$ cat config.mk
export PLATFORM = sky130hd
export DESIGN_NAME = css_top
export DESIGN_NICKNAME = d
export VERILOG_FILES = /design/src/design/css_pkg.sv /design/src/design/css_tick_if.sv /design/src/design/css_tick_div.sv /design/src/design/css_top.sv
export SDC_FILE = /design/constraint.sdc
export NUM_CORES = 1
export LEC_CHECK = 0
export ABC_AREA = 1
export ABC_CLOCK_PERIOD_IN_PS = 3400
export BUFFER_PORTS_ARGS = -buffer_cell sky130_fd_sc_hd__buf_2
export CAP_MARGIN = 10
export CELL_PAD_IN_SITES_DETAIL_PLACEMENT = 1
export CELL_PAD_IN_SITES_GLOBAL_PLACEMENT = 1
export CORE_MARGIN = 1.5
export CORE_UTILIZATION = 38
export DETAILED_ROUTE_END_ITERATION = 8
export PLACE_DENSITY_LB_ADDON = 0.1
export SETUP_SLACK_MARGIN = 0.4
export SYNTH_ARGS = -nofsm -noshare
export SYNTH_HDL_FRONTEND = slang
export SYNTH_SLANG_ARGS = --single-unit
$ cat constraint.sdc
create_clock -name SYS_CLK -period 3.4 [get_ports SYS_CLK]
set_input_delay 0.34 -clock SYS_CLK [delete_from_list [all_inputs] [get_ports SYS_CLK]]
set_output_delay 0.34 -clock SYS_CLK [all_outputs]
set_load 0.03 [all_outputs]
$ cat src/design/css_pkg.sv
package css_pkg;
    // system clock and separator tick rate
    localparam int unsigned SYS_CLK_HZ = 20000000;
    localparam int unsigned SEP_CLK_HZ = 5000000;
    localparam int unsigned SEP_DIV = SYS_CLK_HZ / SEP_CLK_HZ;
    localparam int CNT_W = 8;
    localparam logic [7:0] CNT_RESET = 8'h00;
    localparam logic [7:0] CNT_MAX = 8'hff;
    localparam logic [7:0] THRESH_RESET = 8'h20;
    // control bit positions
    localparam int SYNC_CTRL_HSRC_BIT = 3;
    localparam int SYNC_CTRL_OVR_BIT = 1;
    localparam int SYNC_CTRL_VSRC_BIT = 0;
    localparam int IF_CTRL_DIG_BIT = 1;
    typedef enum logic [0:0] {
        CSS_SEARCH,
        CSS_VS_ON
    } css_state_e;
endpackage

$ cat src/design/css_tick_if.sv
`timescale 1ns/1ps
interface css_tick_if;
    logic tick;
    modport src (output tick);
    modport dst (input tick);
endinterface

$ cat src/design/css_tick_div.sv
`timescale 1ns/1ps
module css_tick_div #(
    parameter int DIV = css_pkg::SEP_DIV
) (
    input wire logic clk,
    input wire logic rst,
    css_tick_if.src tk
);
    logic [7:0] cnt_q;
    logic [7:0] cnt_d;
    wire wrap = (cnt_q == 8'(DIV - 1));
    assign cnt_d = wrap ? 8'h00 : cnt_q + 8'h01;
    assign tk.tick = wrap;
    always_ff @(posedge clk) begin
        if (rst) begin
            cnt_q <= 8'h00;
        end else begin
            cnt_q <= cnt_d;
        end
    end
endmodule

$ cat src/design/css_top.sv
`timescale 1ns/1ps
// What this block does
// hsync mux passes the dedicated hsync when control bit 3 of 0x10 is 0, green-channel sync when 1.
// vsync mux passes the dedicated vsync when control bit 0 of 0x10 is 0, separator vsync when 1.
// output muxes pass analog-path signals when bit 1 of 0x0F is 0, digital-path signals when 1.
// the separator is an eight-bit counter advancing on a 5 MHz tick.
// the separator works the same whatever the polarity, as its input arrives active high.
// while searching and composite sync is active the counter increments once per tick.
// when the pulse ends the counter decrements once per tick and stops at zero.
// vertical sync is declared once the count exceeds the programmable threshold.
// on detection the counter clears, then counts up only while composite sync is inactive.
// vertical sync is declared absent only when that post-detection count reaches the threshold.
// after absence the counter clears and the search state resumes.
// with override set, the active vertical source flag equals the vsync select bit.
// the counter saturates at all ones rather than wrapping.
// the extracted vsync stays high from detection to absence and low otherwise.
module css_top (
    input wire logic SYS_CLK,
    input wire logic RST,
    input wire logic [7:0] SYNC_CTRL,
    input wire logic [7:0] IF_CTRL,
    input wire logic [7:0] SEP_THRESH,
    input wire logic HSYNC_IN,
    input wire logic GREEN_CHANNEL_SYNC,
    input wire logic VSYNC_IN,
    input wire logic CSYNC_ACT,
    input wire logic DIG_HSYNC,
    input wire logic DIG_VSYNC,
    input wire logic DIG_DE,
    input wire logic ANA_DE,
    output logic HSYNC_OUT,
    output logic VSYNC_OUT,
    output logic DE_OUT,
    output logic SEP_VSYNC,
    output logic VSYNC_DETECT,
    output logic ACTIVE_VERTICAL_SOURCE_FLAG,
    output logic [7:0] SEP_COUNT
);
    css_tick_if tk ();
    css_tick_div #(.DIV(css_pkg::SEP_DIV)) u_div (
        .clk(SYS_CLK),
        .rst(RST),
        .tk(tk)
    );

    // input is already active high; polarity is resolved upstream
    wire act = CSYNC_ACT;
    wire hsrc_sel = SYNC_CTRL[css_pkg::SYNC_CTRL_HSRC_BIT];
    wire vsrc_sel = SYNC_CTRL[css_pkg::SYNC_CTRL_VSRC_BIT];
    wire ovr = SYNC_CTRL[css_pkg::SYNC_CTRL_OVR_BIT];
    wire dig_sel = IF_CTRL[css_pkg::IF_CTRL_DIG_BIT];

    css_pkg::css_state_e st_q;
    css_pkg::css_state_e st_d;
    logic [7:0] cnt_q;
    logic [7:0] cnt_d;
    logic vs_q;

    wire at_max = (cnt_q == css_pkg::CNT_MAX);
    wire at_zero = (cnt_q == css_pkg::CNT_RESET);
    wire over_th = (cnt_q > SEP_THRESH);
    wire reach_th = (cnt_q >= SEP_THRESH);
    wire [7:0] cnt_inc = at_max ? cnt_q : cnt_q + 8'h01;
    wire [7:0] cnt_dec = at_zero ? cnt_q : cnt_q - 8'h01;

    // decisions and counting both happen on the 5 MHz tick only
    always_comb begin
        st_d = st_q;
        cnt_d = cnt_q;
        if (tk.tick) begin
            case (st_q)
                css_pkg::CSS_SEARCH: begin
                    if (over_th) begin
                        st_d = css_pkg::CSS_VS_ON;
                        cnt_d = css_pkg::CNT_RESET;
                    end else if (act) begin
                        cnt_d = cnt_inc;
                    end else begin
                        cnt_d = cnt_dec;
                    end
                end
                css_pkg::CSS_VS_ON: begin
                    // serration pulses hold the count rather than ending vsync
                    if (reach_th) begin
                        st_d = css_pkg::CSS_SEARCH;
                        cnt_d = css_pkg::CNT_RESET;
                    end else if (!act) begin
                        cnt_d = cnt_inc;
                    end
                end
                default: begin
                    st_d = css_pkg::CSS_SEARCH;
                    cnt_d = css_pkg::CNT_RESET;
                end
            endcase
        end
    end

    always_ff @(posedge SYS_CLK) begin
        if (RST) begin
            st_q <= css_pkg::CSS_SEARCH;
            cnt_q <= css_pkg::CNT_RESET;
            vs_q <= 1'b0;
        end else begin
            st_q <= st_d;
            cnt_q <= cnt_d;
            vs_q <= (st_d == css_pkg::CSS_VS_ON);
        end
    end

    wire ana_hs = hsrc_sel ? GREEN_CHANNEL_SYNC : HSYNC_IN;
    wire ana_vs = vsrc_sel ? vs_q : VSYNC_IN;
    wire hs_d = dig_sel ? DIG_HSYNC : ana_hs;
    wire vsel_d = dig_sel ? DIG_VSYNC : ana_vs;
    wire de_d = dig_sel ? DIG_DE : ANA_DE;
    // with override the flag follows the select bit, else it reports detection
    wire act_src_d = ovr ? vsrc_sel : vs_q;

    always_ff @(posedge SYS_CLK) begin
        if (RST) begin
            HSYNC_OUT <= 1'b0;
            VSYNC_OUT <= 1'b0;
            DE_OUT <= 1'b0;
            ACTIVE_VERTICAL_SOURCE_FLAG <= 1'b0;
        end else begin
            HSYNC_OUT <= hs_d;
            VSYNC_OUT <= vsel_d;
            DE_OUT <= de_d;
            ACTIVE_VERTICAL_SOURCE_FLAG <= act_src_d;
        end
    end

    assign SEP_VSYNC = vs_q;
    assign VSYNC_DETECT = vs_q;
    assign SEP_COUNT = cnt_q;
endmodule

After elaboration in Yosys (flattened, before gate mapping)

Index checks and enable logic that the tools add are counted.

$mul: 0
Multiplexer cells: 16
Div/mod/pow operators: 0
Bitwise logic cells: 1
Equality and inequality tests: 4
Reductions and logical operators: 3
Shift operators: 0
Add/sub/neg operators: 3
$lt $le $gt $ge: 2

Operators by type and width:

| cell                | number |
|---|---|
| $mux 8              | 6 |
| $add 8x1->8 const B | 2 |
| $pmux 8 s2          | 1 |
| $eq 8x2->1 const B  | 1 |
| $eq 8x8->1 const B  | 1 |
| $ge 8x8->1          | 1 |
| $gt 8x8->1          | 1 |
| $logic_not 8->1     | 1 |
| $mux 1              | 8 |
| $sub 8x1->8 const B | 1 |
| $ne 4x4->1 const B  | 1 |
| $ne 3x2->1 const B  | 1 |
| $reduce_and 3->1    | 1 |
| $pmux 1 s2          | 1 |
| $reduce_or 2->1     | 1 |
| $not 1->1           | 1 |

Memories: 0
Output and inout bits: 14
Input port bits: 34
Bits in read-only memories: 0
Word-level logic and storage cells: 36
Latch bits: 0
Memory bits (writable): 0
Register bits after elaboration: 21

Longest topological paths before layout

Word-level depth: 5
Mapped depth: 16
Mapped depth without buffers: 15

Hierarchy

A second synthesis with hierarchy kept.

Cells, all modules: 308
Area, all modules: 1874.3 sq um

By module, submodules not included:

| module       | area an instance (sq um) | cells each | sequential area each (sq um) | times used |
|---|---|---|---|---|
| css_top      | 1417.6                   | 243        | 260.2                        | 1 |
| css_tick_div | 456.7                    | 65         | 160.2                        | 1 |

Worst setup path before layout

OpenSTA, ideal clock, no wires.

Path kind: register to register
From: reg cnt_q[0], in the netlist SEP_COUNT[0]
To: reg cnt_q[0], in the netlist SEP_COUNT[0]
Cell stages (with the launch flop): 16
Path buffers: 1
Path slack: 1.396 ns
Data required time: 3.287 ns
Data arrival time: 1.891 ns
Cell sequence: dfxtp_1 -> inv_1 -> ha_1 -> inv_1 -> nand2_1 -> nand2_1 -> nand2_1 -> nand2_1 -> nand2_1 -> nand2_1 -> nand2_2 -> nand3_2 -> nand2_4 -> buf_6 -> nor2_1 -> nor2_1

Longest elaborated chain between the ends: 5
Elaborated cells between the ends (all ways): 16

Ends and longest elaborated chain:

| what                                      | line                         | source |
|---|---|---|
| from (decl)                               | css_top.sv:55                | `logic [7:0] cnt_q;` |
| from (signal assigned)                    | css_top.sv:102               | `cnt_q <= css_pkg::CNT_RESET;` |
| from (signal assigned)                    | css_top.sv:106               | `cnt_q <= cnt_d;` |
| $add 8x1->8, or another cell as far along | css_top.sv:63                | `wire [7:0] cnt_inc = at_max ? cnt_q : cnt_q + 8'h01;` |
| $mux 8, on equally long branches          | css_top.sv:63, css_top.sv:64 |  |
| $mux 8, on equally long branches          | css_top.sv:87, css_top.sv:76 |  |
| $mux 8, on equally long branches          | css_top.sv:84, css_top.sv:73 |  |
| $pmux 8 s2                                | css_top.sv:71                | `case (st_q)` |

Parallel ways exist; a longest one is shown, timed or not. The select of a mux whose other input is x is not followed.
A chain may end at the register's enable or synchronous reset.

Worst setup path after layout

From: reg cnt_q[0], in the netlist SEP_COUNT[0]
To: reg cnt_q[4], in the netlist SEP_COUNT[4]

The elaborated chain is that of the path after synthesis.

==> results.json <==
{
  "status": "finished, final reports clean",
  "postRouteAntennaNets": 0,
  "synth_ff_type": "dfxtp_1",
  "place_congestion": 0.890,
  "comb_power_share_pct": 32.3,
  "die_y_microns": 69.8,
  "cts.sinks": 21,
  "via_per_inst": 5.21,
  "synth_nets": 328,
  "ys_types": 28,
  "hpwl_mm": 3.74,
  "p_switching_w": 0.000240,
  "vdd_drop_max_v": 0.000202,
  "tightest_slew_ns": 0.518,
  "coreArea_sq_um": 4320,
  "grt_setup_unrepaired": "false",
  "antenna_found_initial": 0,
  "first_pass_iters": 4,
  "avgSynthCellArea_sq_um": 6.02,
  "max_freq_mhz": 458,
  "slew_headroom_pct": 65.5,
  "cts_setup_buffers": 0,
  "root_buffer": "clkbuf_8",
  "multi_input_area_sq_um": 1100,
  "critical_path.max_fanout": 9,
  "grt_usage_pct": 21.9,
  "vias": 1916,
  "final_common_cell": "nand2_1",
  "design.die.area_sq_um": 4870,
  "io_pins": 48,
  "start_util_pct": 39.2,
  "wl_mm": 4.95,
  "num_rows": 24,
  "fin_worst_skew_ns": 0.00355,
  "hold_viol": 0,
  "crit_path_start_kind": "register",
  "finalCritPeriodShare_pct": 64.2,
  "grt_pass1_vias": 1929,
  "cp.arrival_ns": 2.35,
  "setup_viol": 0,
  "cap_violations": 0,
  "tns_ns": 0,
  "hp-class": "in2reg",
  "p_int_w": 0.000418,
  "fin_nets": 363,
  "synth_area_leaders": "dfxtp_1, nand2_1, nand3_1, nor2_1, ha_1",
  "grt_pass1_wl_mm": 8.71,
  "syn_area_sq_um": 1700,
  "syn2layout_area_growth_pct": 14.9,
  "hold_slack_ns": 0.301,
  "hold_buffers": 0,
  "cts_max_level": 1,
  "ys_warn_count": 0,
  "yosys_register_bits": 21,
  "ys_async_sr_fraction_pct": 0,
  "clk_path_buf_depth": 2,
  "seq_area_sq_um": 420,
  "syn_inst": 282,
  "synth_edf_count": 0,
  "nFillCells": 624,
  "dp_slack_ns": 1.23,
  "mostFrequentLayoutCells": "nand2_1, nor2_1, inv_1, buf_2, nand3_1",
  "port_buffers": 35,
  "drive_gt1_share_pct": 15.2,
  "cp.required_ns": 3.56,
  "clkTransAtPathRegs_ns": 0.08,
  "cts_inserted_buffers": 3,
  "wl_per_cell_microns": 13.5,
  "cp-end-kind": "register",
  "yosysSeqAreaShare_pct": 24.8,
  "maxSlewViolCount": 0,
  "post_cts_resize_count": 0,
  "die_w_microns": 69.8,
  "p_sw_share_pct": 36.5,
  "seqPwrFrac_pct": 42.4,
  "drc": 0,
  "drtIter0Drc": 110,
  "cts_tree": "yes",
  "synth_top_cell_by_area": "dfxtp_1",
  "diodes": 0,
  "setup_ws_ns": 1.22,
  "clk_latency_ns": 0.26,
  "grt_max_degree": 17,
  "grt-ovfl-total": 0,
  "clkPwrFrac_pct": 25.3,
  "p_leak_nw": 1.13,
  "setup.worst_path.class": "reg2reg",
  "power.density_nw_per_um2": 338,
  "synth_top_area_share_pct": 24.8,
  "min_period_ns": 2.18
}
[synth_stat cells, drive strengths merged, types with 4 or more instances]
| master | instances |
|---|---|
| a21oi | 5 |
| buf | 5 |
| clkinv | 4 |
| dfxtp | 21 |
| ha | 12 |
| inv | 35 |
| nand2 | 85 |
| nand3 | 35 |
| nand4 | 13 |
| nor2 | 46 |
| o21ai | 9 |
[worst paths after layout]
path | from | endpoint | slack, ns | depth (start not counted)
max | SEP_COUNT[0]$_SDFFE_PP0P_ | SEP_COUNT[4]$_SDFFE_PP0P_ | 1.22 | 14
min | DIG_DE | DE_OUT$_SDFF_PP0_ | 0.30 | 3
min reg2reg | u_div.cnt_q[0]$_SDFF_PP0_ | u_div.cnt_q[0]$_SDFF_PP0_ | 0.45 | 1
max reg2reg | SEP_COUNT[0]$_SDFFE_PP0P_ | SEP_COUNT[4]$_SDFFE_PP0P_ | 1.22 | 14
[kinds of logic (layout without fill, tap and decap cells)]
group | Yosys count | after routing | share of synthesized area, %
and+or+nand+nor | 184 | 184 | 48.3
DFF | 21 | 21 | 24.8
AOI/OAI and AO/OA | 17 | 17 | 5.31
buffers and inverters | 44 | 78 | 10.5
adders and majority gates | 12 | 12 | 8.85
muxes | 1 | 1 | 0.664
xor gates and xnor gates | 3 | 3 | 1.55
[state kept, by name, indices dropped and copies added, names as in the netlist]
register and flops:
SEP_VSYNC 1, DE_OUT 1, VSYNC_OUT 1, ACTIVE_VERTICAL_SOURCE_FLAG 1, SEP_COUNT 8, u_div.cnt_q 8
HSYNC_OUT 1
[power by group through the flow]
| stage | combinational (W) | clock, W | sequential (W) |
|---|---|---|---|
| after floorplan | 0.000138 | 0 | 0.000299 |
| after global placement | 0.000209 | 0 | 0.000285 |
| after detailed placement | 0.000214 | 0 | 0.000285 |
| after CTS | 0.000215 | 0.000177 | 0.000279 |
| after global routing | 0.000246 | 0.000181 | 0.000282 |
| final | 0.000213 | 0.000167 | 0.000279 |
[per-layer routing]
layer	vias to the layer above	GRT usage (%)	wire length [microns]
met1	902	26.6	2280
met2	38	39.6	2440
li1	972	-	-
met5	-	0	0
met3	4	3.05	195
met4	0	6.62	36
[cell type report]
cell class	count	share of cell area, %
multi-input cells	217	56.3
flip-flops and latches	21	21.6
repair buffers	35	8.99
inverters	39	7.51
well taps	52	3.34
clock buffers	4	2.31
[critical path, cell delays in order (launching register included)]
cell      delay (ns)
dfxtp_1         0.49
inv_1           0.24
ha_1            0.24
inv_1           0.05
nand2_1         0.04
nand2_1         0.05
nand2_1         0.05
nand2_1         0.05
nand2_1         0.06
nand2_1         0.12
clkinv_1        0.32
nand3_1         0.17
nand2_1         0.07
nor2_1          0.08
nor2_1          0.05
[per-stage QoR]
stage,total power [W],utilization (%),cells,instance area [sq um]
floorplan,0.000437,-,282,1700
global placement,0.000494,44.0,364,1900
detailed placement,0.000499,44.0,364,1900
CTS,0.000672,45.1,368,1950
global route,0.000708,45.1,368,1950
finish,0.000658,45.1,368,1950
(Power assumes the default switching activity.)
